[config.mk]
export PLATFORM = sky130hd
export DESIGN_NAME = lpmc_controller
export DESIGN_NICKNAME = d
export VERILOG_FILES = /design/src/design/lpmc_pkg.sv /design/src/design/lpmc_delay_counter.sv /design/src/design/lpmc_controller.sv
export SDC_FILE = /design/constraint.sdc
export NUM_CORES = 1
export LEC_CHECK = 0
export BUFFER_PORTS_ARGS = -buffer_cell sky130_fd_sc_hd__buf_4
export CAP_MARGIN = 40
export CORE_ASPECT_RATIO = 1.2
export CORE_UTILIZATION = 48
export DETAILED_ROUTE_END_ITERATION = 7
export GPL_TIMING_DRIVEN = 1
export PLACE_DENSITY = 0.8
export SYNTH_ARGS = -nofsm -noshare
export SYNTH_HDL_FRONTEND = slang
export SYNTH_SLANG_ARGS = --single-unit
[constraint.sdc]
create_clock -name clk -period 3 [get_ports clk]
set_input_delay 0.6 -clock clk [delete_from_list [all_inputs] [get_ports clk]]
set_output_delay 0.6 -clock clk [all_outputs]
set_load 0.1 [all_outputs]
[src/design/lpmc_pkg.sv]
// Package of constants for the low power mode controller
package lpmc_pkg;

  // ****************************************************************
  // Register map (APB byte addresses)
  // ****************************************************************
  localparam logic [7:0] LPMC_CTRL_OFF   = 8'h00;
  localparam logic [7:0] LPMC_STATUS_OFF = 8'h04;

  // ****************************************************************
  // Control register fields
  // ****************************************************************
  localparam int LPMC_CTRL_IRQEN_BIT = 0;
  localparam int LPMC_CTRL_LONG_BIT  = 1;
  localparam int LPMC_CTRL_AUX_BIT   = 2;
  localparam logic [2:0] LPMC_CTRL_RESET = 3'h0;

  // ****************************************************************
  // Status register fields
  // ****************************************************************
  localparam int LPMC_STAT_MODE_LSB = 0;
  localparam int LPMC_STAT_NMIW_BIT = 4;
  localparam int LPMC_STAT_SKIP_BIT = 5;
  localparam int LPMC_STAT_AUX_BIT  = 6;

  // ****************************************************************
  // Oscillator start-up delay, in internal clock cycles
  // ****************************************************************
  localparam int LPMC_SHORT_DELAY_CYC = 2048;
  localparam int LPMC_LONG_DELAY_CYC  = 32768;
  localparam int LPMC_DLY_W           = 16;

  // ****************************************************************
  // Core context at entry
  // ****************************************************************
  localparam logic [1:0] LPMC_CTX_MAIN = 2'h0;
  localparam logic [1:0] LPMC_CTX_IRQ  = 2'h1;
  localparam logic [1:0] LPMC_CTX_NMI  = 2'h2;

  typedef enum logic [3:0] {
    LPMC_RUN   = 4'h1,
    LPMC_WAIT  = 4'h2,
    LPMC_STOP  = 4'h4,
    LPMC_START = 4'h8
  } lpmc_state_t;

endpackage

[src/design/lpmc_delay_counter.sv]
// Oscillator stabilisation delay counter
`timescale 1ns/1ps
module lpmc_delay_counter
  import lpmc_pkg::*;
#(
  parameter int LONG_CYC = LPMC_LONG_DELAY_CYC
) (
  input  wire logic clk,
  input  wire logic arst_n,
  input  wire logic start,
  input  wire logic longSel,
  output logic      busy,
  output logic      done
);

  localparam logic [LPMC_DLY_W-1:0] SHORT_LOAD = LPMC_DLY_W'(LPMC_SHORT_DELAY_CYC - 1);
  localparam logic [LPMC_DLY_W-1:0] LONG_LOAD  = LPMC_DLY_W'(LONG_CYC - 1);

  logic [LPMC_DLY_W-1:0] count;

  // Busy for exactly the selected number of cycles, done on the last one
  always_ff @(posedge clk or negedge arst_n) begin
    if (!arst_n) begin
      count <= '0;
      busy  <= 1'b0;
    end else if (start) begin
      count <= longSel ? LONG_LOAD : SHORT_LOAD;
      busy  <= 1'b1;
    end else if (busy) begin
      if (count == '0) begin
        busy <= 1'b0;
      end else begin
        count <= count - 1'b1;
      end
    end
  end

  assign done = busy && (count == '0);

endmodule

[src/design/lpmc_controller.sv]
// Low power mode controller: RUN, WAIT and STOP sequencing with APB registers
`timescale 1ns/1ps

module lpmc_controller
  import lpmc_pkg::*;
#(
  parameter int LONG_DELAY_CYC = LPMC_LONG_DELAY_CYC
) (
  input  wire logic        clk,
  input  wire logic        arst_n,
  input  wire logic        psel,
  input  wire logic        penable,
  input  wire logic        pwrite,
  input  wire logic [7:0]  paddr,
  input  wire logic [31:0] pwdata,
  output logic      [31:0] prdata,
  output logic             pready,
  output logic             pslverr,
  input  wire logic        waitExec,
  input  wire logic        stopExec,
  input  wire logic [1:0]  coreCtx,
  input  wire logic        periphIrq,
  input  wire logic        extClkPeriphIrq,
  input  wire logic        extIrq,
  input  wire logic        nmiIrq,
  input  wire logic        nmiPin,
  input  wire logic        watchdogActive,
  input  wire logic        stopOverrideOption,
  output logic             coreHalt,
  output logic             mainOscRun,
  output logic             auxLowFreqOscRun,
  output logic             periphClkEnable,
  output logic             watchdogFreeze,
  output logic             instrSkip,
  output logic             resumePulse,
  output logic             resumeVector,
  output logic             resumeNmi
);

  // ****************************************************************
  // Signals
  // ****************************************************************
  lpmc_state_t state;
  lpmc_state_t next_state;
  logic        globalIrqEnable;
  logic        delayLong;
  logic        auxLowFreqOscSel;
  logic        nmiMeta;
  logic        nmiLevel;
  logic [1:0]  entryCtx;
  logic        auxAtEntry;
  logic        nmiWake;
  logic        skipSeen;
  logic        pending;
  logic        stopEff;
  logic        enterReq;
  logic        wakeWait;
  logic        wakeStop;
  logic        dlyBusy;
  logic        dlyDone;
  logic        setupRd;
  logic        accWr;
  logic        mapped;

  // ****************************************************************
  // NMI pin synchroniser
  // ****************************************************************
  always_ff @(posedge clk or negedge arst_n) begin
    if (!arst_n) begin
      nmiMeta  <= 1'b0;
      nmiLevel <= 1'b0;
    end else begin
      nmiMeta  <= nmiPin;
      nmiLevel <= nmiMeta;
    end
  end

  // ****************************************************************
  // APB slave
  // ****************************************************************
  assign mapped  = (paddr == LPMC_CTRL_OFF) || (paddr == LPMC_STATUS_OFF);
  assign pready  = 1'b1;
  assign pslverr = psel && penable && !mapped;
  assign setupRd = psel && !penable && !pwrite;
  assign accWr   = psel && penable && pwrite && (paddr == LPMC_CTRL_OFF);

  always_ff @(posedge clk or negedge arst_n) begin
    if (!arst_n) begin
      globalIrqEnable  <= LPMC_CTRL_RESET[LPMC_CTRL_IRQEN_BIT];
      delayLong        <= LPMC_CTRL_RESET[LPMC_CTRL_LONG_BIT];
      auxLowFreqOscSel <= LPMC_CTRL_RESET[LPMC_CTRL_AUX_BIT];
    end else if (accWr) begin
      globalIrqEnable  <= pwdata[LPMC_CTRL_IRQEN_BIT];
      delayLong        <= pwdata[LPMC_CTRL_LONG_BIT];
      auxLowFreqOscSel <= pwdata[LPMC_CTRL_AUX_BIT];
    end
  end

  // Read data captured in setup phase; enable bit reads zero
  always_ff @(posedge clk or negedge arst_n) begin
    if (!arst_n) begin
      prdata <= 32'h0;
    end else if (setupRd) begin
      prdata <= 32'h0;
      if (paddr == LPMC_CTRL_OFF) begin
        prdata[LPMC_CTRL_LONG_BIT] <= delayLong;
        prdata[LPMC_CTRL_AUX_BIT]  <= auxLowFreqOscSel;
      end else if (paddr == LPMC_STATUS_OFF) begin
        prdata[LPMC_STAT_MODE_LSB +: 4] <= state;
        prdata[LPMC_STAT_NMIW_BIT]      <= nmiWake;
        prdata[LPMC_STAT_SKIP_BIT]      <= skipSeen;
        prdata[LPMC_STAT_AUX_BIT]       <= auxAtEntry;
      end
    end
  end

  // ****************************************************************
  // Entry and wake conditions
  // ****************************************************************
  assign pending  = (globalIrqEnable && (periphIrq || extClkPeriphIrq || extIrq)) || nmiIrq;
  assign stopEff  = stopExec && (!watchdogActive || (stopOverrideOption && nmiLevel));
  assign enterReq = (waitExec || stopExec) && !pending;
  assign wakeWait = globalIrqEnable && (periphIrq || extClkPeriphIrq || extIrq || nmiIrq);
  assign wakeStop = globalIrqEnable && (extClkPeriphIrq || extIrq || nmiIrq);

  // ****************************************************************
  // Mode state machine
  // ****************************************************************
  always_comb begin
    next_state = state;
    case (state)
      LPMC_RUN: begin
        if (enterReq) begin
          next_state = stopEff ? LPMC_STOP : LPMC_WAIT;
        end
      end
      LPMC_WAIT: begin
        if (wakeWait) begin
          next_state = LPMC_RUN;
        end
      end
      LPMC_STOP: begin
        if (wakeStop) begin
          next_state = LPMC_START;
        end
      end
      LPMC_START: begin
        if (dlyDone) begin
          next_state = LPMC_RUN;
        end
      end
      default: begin
        next_state = LPMC_RUN;
      end
    endcase
  end

  always_ff @(posedge clk or negedge arst_n) begin
    if (!arst_n) begin
      state <= LPMC_RUN;
    end else begin
      state <= next_state;
    end
  end

  lpmc_delay_counter #(
    .LONG_CYC (LONG_DELAY_CYC)
  ) u_delay (
    .clk     (clk),
    .arst_n  (arst_n),
    .start   ((state == LPMC_STOP) && wakeStop),
    .longSel (delayLong),
    .busy    (dlyBusy),
    .done    (dlyDone)
  );

  // ****************************************************************
  // Context captured at entry and at wake
  // ****************************************************************
  always_ff @(posedge clk or negedge arst_n) begin
    if (!arst_n) begin
      entryCtx   <= LPMC_CTX_MAIN;
      auxAtEntry <= 1'b0;
    end else if (state == LPMC_RUN && enterReq) begin
      entryCtx   <= coreCtx;
      auxAtEntry <= auxLowFreqOscSel;
    end
  end

  always_ff @(posedge clk or negedge arst_n) begin
    if (!arst_n) begin
      nmiWake <= 1'b0;
    end else if ((state == LPMC_WAIT && wakeWait) || (state == LPMC_STOP && wakeStop)) begin
      nmiWake <= nmiIrq;
    end
  end

  // Skip flag stays set until the next real entry
  always_ff @(posedge clk or negedge arst_n) begin
    if (!arst_n) begin
      skipSeen <= 1'b0;
    end else if (state == LPMC_RUN && (waitExec || stopExec)) begin
      skipSeen <= pending;
    end
  end

  // ****************************************************************
  // Restart outputs
  // ****************************************************************
  always_ff @(posedge clk or negedge arst_n) begin
    if (!arst_n) begin
      resumePulse  <= 1'b0;
      resumeVector <= 1'b0;
      resumeNmi    <= 1'b0;
      instrSkip    <= 1'b0;
    end else begin
      instrSkip   <= (state == LPMC_RUN) && (waitExec || stopExec) && pending;
      resumePulse <= (state != LPMC_RUN) && (next_state == LPMC_RUN);
      if ((state != LPMC_RUN) && (next_state == LPMC_RUN)) begin
        resumeVector <= (entryCtx == LPMC_CTX_MAIN) ||
                        ((entryCtx == LPMC_CTX_IRQ) && ((state == LPMC_WAIT) ? nmiIrq : nmiWake));
        resumeNmi    <= (entryCtx == LPMC_CTX_NMI);
      end
    end
  end

  // ****************************************************************
  // Clock and halt controls
  // ****************************************************************
  // Nothing here resets core, RAM or peripheral state on entry or exit
  assign coreHalt         = (state != LPMC_RUN);
  assign mainOscRun       = (state == LPMC_RUN) ? !auxLowFreqOscSel :
                            (state == LPMC_WAIT) ? !auxAtEntry : (state == LPMC_START);
  assign auxLowFreqOscRun = (state == LPMC_RUN) ? auxLowFreqOscSel :
                            (state == LPMC_WAIT) && auxAtEntry;
  assign periphClkEnable  = (state == LPMC_RUN) || (state == LPMC_WAIT);
  assign watchdogFreeze   = (state == LPMC_STOP) || (state == LPMC_START);

  // ****************************************************************
  // Assertions
  // ****************************************************************
  logic        aliveQ;
  logic [15:0] startCyc;

  always_ff @(posedge clk or negedge arst_n) begin
    if (!arst_n) begin
      aliveQ   <= 1'b0;
      startCyc <= 16'h0;
    end else begin
      aliveQ   <= 1'b1;
      startCyc <= (state == LPMC_START) ? startCyc + 16'h1 : 16'h0;
    end
  end

  reset_run_a: assert property (@(posedge clk) disable iff (!arst_n)
    $rose(aliveQ) |-> (!coreHalt && periphClkEnable && !watchdogFreeze))
    else $error("not in run after reset");

  wait_entry_a: assert property (@(posedge clk) disable iff (!arst_n)
    (state == LPMC_RUN && waitExec && !stopExec && !pending) |=> (coreHalt && periphClkEnable && !watchdogFreeze))
    else $error("wait entry wrong");

  wait_osc_a: assert property (@(posedge clk) disable iff (!arst_n)
    (state == LPMC_RUN && enterReq && !stopEff) |=> (auxLowFreqOscRun == $past(auxLowFreqOscSel))
      && (mainOscRun != auxLowFreqOscRun))
    else $error("wait oscillator not the entry one");

  stop_osc_a: assert property (@(posedge clk) disable iff (!arst_n)
    (state == LPMC_STOP) |-> (!mainOscRun && !auxLowFreqOscRun && !periphClkEnable && coreHalt))
    else $error("oscillator running in stop");

  stop_wake_a: assert property (@(posedge clk) disable iff (!arst_n)
    (state == LPMC_STOP && !(globalIrqEnable && (extClkPeriphIrq || extIrq || nmiIrq))) |=> (state == LPMC_STOP))
    else $error("stop left without valid wake");

  stop_delay_a: assert property (@(posedge clk) disable iff (!arst_n)
    (state == LPMC_START && next_state == LPMC_RUN) |->
      (startCyc == (delayLong ? 16'(LONG_DELAY_CYC - 1) : 16'(LPMC_SHORT_DELAY_CYC - 1))))
    else $error("start-up delay length wrong");

  wdg_wait_a: assert property (@(posedge clk) disable iff (!arst_n)
    (state == LPMC_RUN && stopExec && !pending && watchdogActive && !(stopOverrideOption && nmiLevel))
      |=> (state == LPMC_WAIT && !watchdogFreeze))
    else $error("stop not turned into wait");

  irq_mask_a: assert property (@(posedge clk) disable iff (!arst_n)
    (state == LPMC_WAIT && !globalIrqEnable) |=> coreHalt)
    else $error("woke with interrupts disabled");

  nmi_ctx_a: assert property (@(posedge clk) disable iff (!arst_n)
    (resumePulse && entryCtx == LPMC_CTX_NMI) |-> (resumeNmi && !resumeVector))
    else $error("nmi context restart vectored");

  main_ctx_a: assert property (@(posedge clk) disable iff (!arst_n)
    (resumePulse && entryCtx == LPMC_CTX_MAIN) |-> resumeVector)
    else $error("main context restart not vectored");

  pend_skip_a: assert property (@(posedge clk) disable iff (!arst_n)
    (state == LPMC_RUN && (waitExec || stopExec) && pending) |=> (!coreHalt && instrSkip))
    else $error("entered despite pending request");

  halt_release_a: assert property (@(posedge clk) disable iff (!arst_n)
    (state == LPMC_WAIT && wakeWait) |=> (!coreHalt && resumePulse) ##1 !resumePulse)
    else $error("halt not released on wake");

  wait_periph_a: assert property (@(posedge clk) disable iff (!arst_n)
    (state == LPMC_WAIT && globalIrqEnable && periphIrq) |=> (state == LPMC_RUN))
    else $error("peripheral request did not end wait");

  start_busy_a: assert property (@(posedge clk) disable iff (!arst_n)
    (state == LPMC_START) |-> (dlyBusy && mainOscRun && coreHalt))
    else $error("start-up delay not running");

  irq_ctx_a: assert property (@(posedge clk) disable iff (!arst_n)
    (resumePulse && entryCtx == LPMC_CTX_IRQ && !nmiWake) |-> (!resumeVector && !resumeNmi))
    else $error("interrupt context restart vectored");

  nmi_first_a: assert property (@(posedge clk) disable iff (!arst_n)
    (resumePulse && entryCtx == LPMC_CTX_IRQ && nmiWake) |-> (resumeVector && !resumeNmi))
    else $error("nmi wake in interrupt context not vectored");

  write_only_a: assert property (@(posedge clk) disable iff (!arst_n)
    (psel && !penable && !pwrite && paddr == LPMC_CTRL_OFF) |=> !prdata[LPMC_CTRL_IRQEN_BIT])
    else $error("global enable readable");

endmodule

==> reports/qor.yml, run 1 <==
status: "completed"
ys_seq_area_frac: 0.441
design.core.area_mm2: 0.00470
post-route-period-util: 0.883
gp_congestion: 0.858
required_ns: 2.40
portBuffers: 43
diodes: 0
slew_viol_final: 0
setup.worst_path.start: "state[0]"
avgSynthCellArea_um2: 9.99
hp-class: "in -> async"
clk_latency_ns: 0.30
cts_root_buffer: "clkbuf_8"
first_pass_iters: 4
ant_nets: 0
drive_above_1_share: 0.246
post_cts_resized: 0
syn_inst: 239
grt_max_degree: 43
startpoint_type: "flip-flop"
syn2layout_area_growth_pct: 14.6
max-cap-violations: 0
timing.rr.start: "u_delay.count[0]"
cts_hold_buf: 0
synth_cell_types: 50
io_pins: 99
path_buf_inv: 2
rsz0062_at_grt: "no"
skew_ns: 0.0109
synth_ff_type: "dfrtp_1"
worst_hold_slack_ns: 0.270
fill_cells: 434
clkSlewWorstSetupHoldPaths_ns: 0.08
antenna_found_initial: 0
die_h_um: 79.3
fp.dieW_um: 66.4
synth_edf_count: 0
crit_slowest_cell: "dfstp_2"
yosysWarnings: 0
max_freq_mhz: 378
critPathTopFamily: "flip-flops"
post_drt_wl_per_cell_um: 14.4
nets: 337
timing.rr.end: "u_delay.count[5]"
htreeDepth: 2
grt_pass1_wl_mm: 8.13
crit_chain: "nor4b_1 -> inv_1 -> nand2_2 -> buf_4"
crit_arrival_ns: 2.05
p_leak_nw: 1.23
p_per_area_mw_per_mm2: 802
worstMarginPinSlew_ns: 0.677
finalCriticalPeriod_ns: 2.65
numCtsBuffers: 5
rows: 27
routed_wl_mm: 4.85
hold_viol_final: 0
finalSetupViolations: 0
synth_area_mm2: 0.00239
worst-r2r-cell-count: 7
vias: 1890
post-dp-hpwl_mm: 3.65
max_stage_delay_ns: 0.65
drt-initial-drc-count: 106
drcViolationCount: 0
max-vdd-ir-drop_mv: 0.401
ys_ff_latch: 42
slew_headroom: 0.543
cts.sinks: 42
rrSetupSlack_ns: 0.58
worst-path-stages: 4
cts_tree: "built"
grt_pass1_vias: 1783
end_kind: "primary output"
critPathMaxFanout: 11
cts_buffer_depth: 2
via_per_inst: 5.59
grt.total_usage: 0.202
die_area_mm2: 0.00526
fin_setup_tns_ns: 0
grt.overflow.total: 0
async_flop_share: 1.00
utilization: 0.583
initial_core_util: 0.509
cts_setup_buffers: 0
worstSetupPathType: "reg -> out"
## cell type report
class / count / area, um^2 / share of cell area
multi-input cells: 178 / 1160 / 0.424
repair buffers: 46 / 345 / 0.126
clock buffers: 6 / 72.6 / 0.0265
flip-flops and latches: 42 / 1050 / 0.385
clock inverters: 2 / 10.0 / 0.00366
inverters: 6 / 22.5 / 0.00823
well taps: 58 / 72.6 / 0.0265
## worst max-delay path by stage
stage / slack (ns) / endpoint
after floorplan: 0.12 / mainOscRun
after global placement: 0.47 / pslverr
after detailed placement: 0.41 / pslverr
after CTS: 0.39 / periphClkEnable
after global routing: 0.23 / periphClkEnable
final: 0.35 / periphClkEnable
## sequential cells by signal, indices dropped and copies added, names as in the netlist, 2 cells and up
| name | cells |
|---|---|
| prdata | 7 |
| u_delay.count | 16 |
| entryCtx | 2 |
| state | 4 |
## logic make-up after synthesis
| logic type | count (synthesis) | synth area share |
|---|---|---|
| simple gates | 85 | 0.210 |
| compound gates | 53 | 0.169 |
| buf+inv | 43 | 0.112 |
| flops | 42 | 0.441 |
| mux | 12 | 0.0550 |
| fa+ha+maj | 2 | 0.0105 |
| other cells | 2 | 0.00314 |
## synthesized netlist by cell type (all sizes together), types with 2 or more instances
cell	count	area [um^2]
dfrtp	41	1030
buf	29	215
nand2	15	56.3
nor2	14	52.6
o21ai	11	55.1
or4	10	75.1
a22o	9	78.8
mux2	9	101
o31ai	9	67.6
clkbuf	8	30.0
or3	7	43.8
inv	6	22.5
nand2b	6	37.5
nand3	6	30.0
nor4	6	50.0
a21oi	5	25.0
a31oi	5	31.3
nor2b	4	25.0
or4b	4	40.0
and3	3	18.8
mux2i	3	30.0
o41ai	3	45.1
or2	3	18.8
a21boi	2	15.0
conb	2	7.51
ha	2	25.0
nor4b	2	17.5
o211ai	2	15.0
## report_power, final
| group | switching, W | internal (W) | total, W | leakage [nW] |
|---|---|---|---|---|
| registers | 0.000124 | 0.000679 | 0.000802 | 0.496 |
| clock network | 0.000193 | 0.000161 | 0.000354 | 0.0450 |
| logic | 0.000775 | 0.000262 | 0.00104 | 0.685 |
| total | 0.00109 | 0.00110 | 0.00219 | 1.23 |
## placed cells by master (no fill, tap or decap), types with 3 or more instances in the layout
master    count
nor4_1        4
a31oi_1       5
and3_1        3
nand2b_1      6
o21ai_1       7
mux2i_1       3
or4_1        10
clkbuf_8      5
a21oi_1       5
or3_1         7
inv_1         6
o21ai_0       4
conb_1       26
mux2_2        7
nor2b_1       4
nor2_1       14
nand2_1      14
o31ai_1       9
or4b_1        3
dfrtp_1      41
nand3_1       6
a22o_1        9
buf_4        46
## metal layers
metal | GRT usage | vias to the layer above | share of wire
met5 | 0 | - | 0
met1 | 0.230 | 919 | 0.42
met2 | 0.359 | 51 | 0.51
li1 | - | 910 | -
met4 | 0.0851 | 0 | 0.025
met3 | 0.0417 | 10 | 0.045
## through the flow
stage / setup WS (ns) / std cells / cell area, um^2 / total power (W)
after floorplan: 0.119 / 263 / 2480 / 0.00165
after global placement: 0.473 / 330 / 2650 / 0.00182
after detailed placement: 0.412 / 330 / 2650 / 0.00185
after CTS: 0.386 / 338 / 2740 / 0.00221
after global routing: 0.225 / 338 / 2740 / 0.00230
final: 0.351 / 338 / 2740 / 0.00219
Power figures use the tool's default switching activity.
==> inputs of run 2 (changes only) <==
--- a/config.mk
+++ b/config.mk
@@ -5,13 +5,13 @@
 export SDC_FILE = /design/constraint.sdc
 export NUM_CORES = 1
 export LEC_CHECK = 0
-export BUFFER_PORTS_ARGS = -buffer_cell sky130_fd_sc_hd__buf_4
 export CAP_MARGIN = 40
 export CORE_ASPECT_RATIO = 1.2
-export CORE_UTILIZATION = 48
+export CORE_MARGIN = 2
+export CORE_UTILIZATION = 49
 export DETAILED_ROUTE_END_ITERATION = 7
-export GPL_TIMING_DRIVEN = 1
-export PLACE_DENSITY = 0.8
+export DONT_BUFFER_PORTS = 1
+export GPL_TIMING_DRIVEN = 0
 export SYNTH_ARGS = -nofsm -noshare
 export SYNTH_HDL_FRONTEND = slang
 export SYNTH_SLANG_ARGS = --single-unit
==> reports/qor.yml, run 2 (same netlist as run 1, synthesis figures left out) <==
post-dp-hpwl_mm: 3.69  # was 3.65 mm
max-cap-violations: 0  # unchanged
grt_pass1_wl_mm: 7.87  # was 8.13 mm
timing.rr.end: "entryCtx[0]"  # was u_delay.count[5]
finalCriticalPeriod_ns: 2.82  # was 2.65 ns
cts_setup_buffers: 0  # unchanged
syn2layout_area_growth_pct: 16.6  # was 14.6%
cts_buffer_depth: 2  # unchanged
first_pass_iters: 4  # unchanged
fin_setup_tns_ns: 0  # unchanged
slew_headroom: 0.396  # was 0.543
antenna_found_initial: 0  # unchanged
largest_reg_flops: 16  # unchanged
grt.overflow.total: 0  # unchanged
gp_congestion: 0.749  # was 0.858
hp-class: "in -> async"  # unchanged
ant_nets: 0  # unchanged
startpoint_type: "flip-flop"  # unchanged
diodes: 0  # unchanged
critPathMaxFanout: 10  # was 11
post_drt_wl_per_cell_um: 14.8  # was 14.4 um
max-vdd-ir-drop_mv: 0.424  # was 0.401 mV
via_per_inst: 5.35  # was 5.59
grt.total_usage: 0.193  # was 0.202
rrSetupSlack_ns: 0.62  # was 0.58 ns
grt_max_degree: 42  # was 43
rsz0062_at_grt: "no"  # unchanged
status: "completed"  # unchanged
fp.dieW_um: 67.7  # was 66.4 um
portBuffers: 0  # was 43
grt_pass1_vias: 1706  # was 1783
max_freq_mhz: 355  # was 378 MHz
slew_viol_final: 0  # unchanged
numCtsBuffers: 5  # unchanged
clkSlewWorstSetupHoldPaths_ns: 0.08  # about the same
drive_above_1_share: 0.220  # was 0.246
reg.largest.list: "u_delay.count x16, prdata x7, state x4"  # unchanged
drcViolationCount: 0  # unchanged
required_ns: 2.40  # about the same
cts_tree: "built"  # unchanged
post-route-period-util: 0.938  # was 0.883
fin_ws_ns: 0.185  # was 0.351 ns
die_h_um: 80.5  # was 79.3 um
design.core.area_mm2: 0.00463  # was 0.00470 mm^2
cts.sinks: 42  # unchanged
fin_total_pwr_w: 0.00226  # was 0.00219 W
worst-r2r-cell-count: 5  # was 7
skew_ns: 0.00852  # was 0.0109 ns
cts_root_buffer: "clkbuf_8"  # unchanged
dp_slack_ns: 0.159  # was 0.412 ns
clk_latency_ns: 0.29  # was 0.30 ns
drt-initial-drc-count: 69  # was 106
finalSetupViolations: 0  # unchanged
p_per_area_mw_per_mm2: 810  # was 802 mW/mm^2
initial_core_util: 0.516  # was 0.509
crit_arrival_ns: 2.22  # was 2.05 ns
top_register: "u_delay.count"  # unchanged
hold_viol_final: 0  # unchanged
vias: 1793  # was 1890
worstMarginPinSlew_ns: 0.906  # was 0.677 ns
htreeDepth: 2  # unchanged
layout_common_cells: "dfrtp_1, buf_4, conb_1"  # was buf_4, dfrtp_1, conb_1
utilization: 0.602  # was 0.583
end_kind: "primary output"  # unchanged
final_common_cell: "dfrtp_1"  # was buf_4
routed_wl_mm: 4.95  # was 4.85 mm
nets: 334  # was 337
dpl_cell_area_mm2: 0.00266  # was 0.00265 mm^2
p_leak_nw: 1.22  # was 1.23 nW
die_area_mm2: 0.00545  # was 0.00526 mm^2
timing.rr.start: "state[0]"  # was u_delay.count[0]
worstSetupPathType: "reg -> out"  # unchanged
io_pins: 99  # unchanged
design_area_mm2: 0.00279  # was 0.00274 mm^2
rows: 27  # unchanged
==> run 2: cell count changes in the layout (fill, tap and decap cells not counted), moves of 2 or more <==
cell / before / now
nor2_1: 14 / 12
buf_4: 46 / 26
nor2_2: 0 / 2
buf_8: 0 / 3
clkbuf_1: 1 / 9
buf_16: 0 / 2
==> run 2: what timing repair did <==
item                                    4_1_cts  5_1_grt
endpoints found under the setup margin        1        1
pin swaps                                     0        0
resized for setup                             1        1
endpoints found under the hold margin        41        0
hold buffers                                  1        0
==> run 2: layer usage <==
metal,up-vias,track usage,wire length [um]
met3,7,0.0462,156
met5,-,0,0
li1,908,-,-
met4,0,0.0735,97
met2,26,0.340,2600
met1,852,0.220,2090
==> run 2: how the worst max path moves through the flow <==
stage	depth (start not counted)	startpoint	endpoint	slack [ns]
2_1_floorplan	4	state[0]	mainOscRun	0.12
3_3_place_gp	4	state[0]	periphClkEnable	-0.19
3_5_place_dp	5	state[0]	periphClkEnable	0.16
4_1_cts	5	state[0]	periphClkEnable	0.03
5_1_grt	4	state[1]	auxLowFreqOscRun	0.06
6_report	5	state[0]	periphClkEnable	0.18
==> run 2: final cells by class <==
| cell class | count | area, um^2 |
|---|---|---|
| well taps | 58 | 72.6 |
| plain buffers | 37 | 245 |
| multi-input cells | 178 | 1180 |
| clock inverters | 1 | 5.00 |
| clock buffers | 7 | 86.3 |
| inverters | 6 | 22.5 |
| flip-flops and latches | 42 | 1050 |
| repair buffers | 6 | 120 |
| fillers | 412 | 1840 |
==> run 2: power by group <==
part / total [W] / switching [W] / internal (W) / leakage [nW]
Combinational: 0.000952 / 0.000649 / 0.000303 / 0.675
Sequential: 0.000926 / 0.000251 / 0.000674 / 0.496
Clock: 0.000378 / 0.000192 / 0.000186 / 0.0482
==> run 2: worst max-delay path, cell delays in order, from the launching register on <==
cell      delay, ns
dfstp_2        0.54
clkbuf_1       0.33
nor4b_2        0.39
inv_1          0.19
buf_16         0.21
nand2_4        0.25
==> run 2: per-stage QoR <==
stage | hold slack (ns) | std cells
2_1_floorplan | 0.304 | 263
3_3_place_gp | 0.306 | 321
3_5_place_dp | 0.306 | 326
4_1_cts | 0.132 | 335
5_1_grt | 0.119 | 335
6_report | 0.139 | 335
==> inputs of run 3 (changes only) <==
==> constraint.sdc (replaced) <==
create_clock -name clk -period 3 [get_ports clk]
set_input_delay 0.6 -clock clk [delete_from_list [all_inputs] [get_ports clk]]
set_output_delay 0.6 -clock clk [all_outputs]
set_load 0.01 [all_outputs]
==> reports/qor.yml, run 3 (same netlist as run 1, synthesis figures left out) <==
status: "completed"  # unchanged
portBuffers: 0  # unchanged
via_per_inst: 5.30  # was 5.35
diodes: 0  # unchanged
io_pins: 99  # unchanged
vias: 1749  # was 1793
finalSetupViolations: 0  # unchanged
met2_usage: 0.345  # was 0.340
nets: 329  # was 334
grt_pass1_wl_mm: 7.99  # was 7.87 mm
p_leak_nw: 1.18  # was 1.22 nW
grt.total_usage: 0.197  # was 0.193
slew_headroom: 0.485  # was 0.396
gp_congestion: 0.778  # was 0.749
ant_nets: 0  # unchanged
rsz0062_at_grt: "no"  # unchanged
largest_reg_flops: 16  # unchanged
slew_viol_final: 0  # unchanged
fin_ws_ns: 0.297  # was 0.185 ns
post_cts_resized: 0  # was 1
crit_arrival_ns: 2.10  # was 2.22 ns
grt.overflow.total: 0  # unchanged
crit_chain: "clkbuf_1 -> nor4b_1 -> inv_1 -> nand2_1"  # was clkbuf_1 -> nor4b_2 -> inv_1 -> buf_16 -> nand2_4
design.core.area_mm2: 0.00463  # unchanged
p_per_area_mw_per_mm2: 626  # was 810 mW/mm^2
cts.sinks: 42  # unchanged
die_area_mm2: 0.00545  # unchanged
gr-usage-met1: 0.221  # was 0.220
required_ns: 2.40  # about the same
fin_total_pwr_w: 0.00168  # was 0.00226 W
max_freq_mhz: 370  # was 355 MHz
max-cap-violations: 0  # unchanged
fin_setup_tns_ns: 0  # unchanged
hp-class: "in -> async"  # unchanged
cts_tree: "built"  # unchanged
cts_hold_buf: 1  # unchanged
reg.largest.list: "u_delay.count x16, prdata x7, state x4"  # unchanged
post-route-period-util: 0.901  # was 0.938
die_h_um: 80.5  # unchanged
worstSetupPathType: "reg -> out"  # unchanged
post_drt_wl_per_cell_um: 14.8  # about the same
htreeDepth: 2  # unchanged
hold_viol_final: 0  # unchanged
drt-initial-drc-count: 59  # was 69
syn2layout_area_growth_pct: 12.2  # was 16.6%
drive_above_1_share: 0.191  # was 0.220
critPathMaxFanout: 10  # unchanged
startpoint_type: "flip-flop"  # unchanged
end_kind: "primary output"  # unchanged
cts_buffer_depth: 2  # unchanged
clk_latency_ns: 0.30  # was 0.29 ns
dp_slack_ns: 0.432  # was 0.159 ns
routed_wl_mm: 4.89  # was 4.95 mm
antenna_found_initial: 0  # unchanged
drcViolationCount: 0  # unchanged
layout_common_cells: "dfrtp_1, buf_4, conb_1"  # unchanged
final_common_cell: "dfrtp_1"  # unchanged
initial_core_util: 0.516  # unchanged
dpl_cell_area_mm2: 0.00255  # was 0.00266 mm^2
max_stage_delay_ns: 0.55  # was 0.54 ns
numCtsBuffers: 5  # unchanged
finalCriticalPeriod_ns: 2.70  # was 2.82 ns
max-vdd-ir-drop_mv: 0.297  # was 0.424 mV
fp.dieW_um: 67.7  # unchanged
grt_max_degree: 42  # unchanged
clkSlewWorstSetupHoldPaths_ns: 0.09  # was 0.08 ns
post-dp-hpwl_mm: 3.67  # was 3.69 mm
grt_pass1_vias: 1676  # was 1706
grt_use_met3: 0.0504  # was 0.0462
path_buf_inv: 2  # was 3
grt_busiest_layer: "met2"  # unchanged
skew_ns: 0.00827  # was 0.00852 ns
rows: 27  # unchanged
top_register: "u_delay.count"  # unchanged
cts_setup_buffers: 0  # unchanged
cts_root_buffer: "clkbuf_8"  # unchanged
crit_slowest_cell: "dfstp_2"  # unchanged
worstMarginPinSlew_ns: 0.762  # was 0.906 ns
design_area_mm2: 0.00268  # was 0.00279 mm^2
critPathTopFamily: "simple AND/OR/NAND/NOR gates"  # was buffers and inverters
first_pass_iters: 4  # unchanged
==> run 3: changes by cell type in the layout (fill, tap and decap cells not counted), sizes merged <==
cell    before  now
buf         35   30
clkbuf      15   13
bufinv       0    1
clkinv       1    2
==> run 3: where the power goes <==
group | internal, W | switching (W) | total (W) | leakage [nW]
sequential | 0.000678 | 0.000100 | 0.000779 | 0.496
clock | 0.000245 | 0.000203 | 0.000448 | 0.0579
combinational | 0.000199 | 0.000253 | 0.000452 | 0.625
total | 0.00112 | 0.000556 | 0.00168 | 1.18
==> run 3: metal layers <==
layer / part of all wire / up-vias
li1: - / 894
met1: 0.41 / 820
met2: 0.53 / 28
met3: 0.041 / 7
met4: 0.021 / 0
met5: 0 / -
==> run 3: worst register-to-register path, delay by kind of cell (launching register included) <==
| kind | cells | cell delay [ns] |
|---|---|---|
| compound gates | 1 | 0.26 |
| simple gates | 2 | 0.92 |
| flops | 1 | 0.55 |
| mux | 1 | 0.39 |
| buf+inv | 1 | 0.32 |
==> run 3: cell type report <==
type | instances | area, um^2
Multi-Input combinational cell | 178 | 1160
Clock buffer | 5 | 68.8
Timing Repair Buffer | 1 | 20.0
Fill cell | 413 | 1950
Buffer | 37 | 245
Sequential cell | 42 | 1050
Tap cell | 58 | 72.6
Inverter | 6 | 22.5
Clock inverter | 3 | 40.0
==> run 3: per-stage QoR <==
stage | instances | hold WS [ns] | utilization
2_1_floorplan | 263 | 0.304 | -
3_3_place_gp | 321 | 0.306 | 0.551
3_5_place_dp | 321 | 0.306 | 0.551
4_1_cts | 330 | 0.126 | 0.579
5_1_grt | 330 | 0.111 | 0.579
6_report | 330 | 0.133 | 0.579
==> run 3: path summary, 6_finish.rpt <==
kind                          start  slack, ns  cells after the start                end
min reg2reg                 nmiMeta       0.36                      0           nmiLevel
max                        state[0]       0.30                      4    periphClkEnable
min                          arst_n       0.13                      0           state[0]
min in group clk             nmiPin       0.33                      0            nmiMeta
max in group asynchronous    arst_n       2.66                      1  u_delay.count[10]
max reg2reg                state[0]       0.45                      5        entryCtx[0]
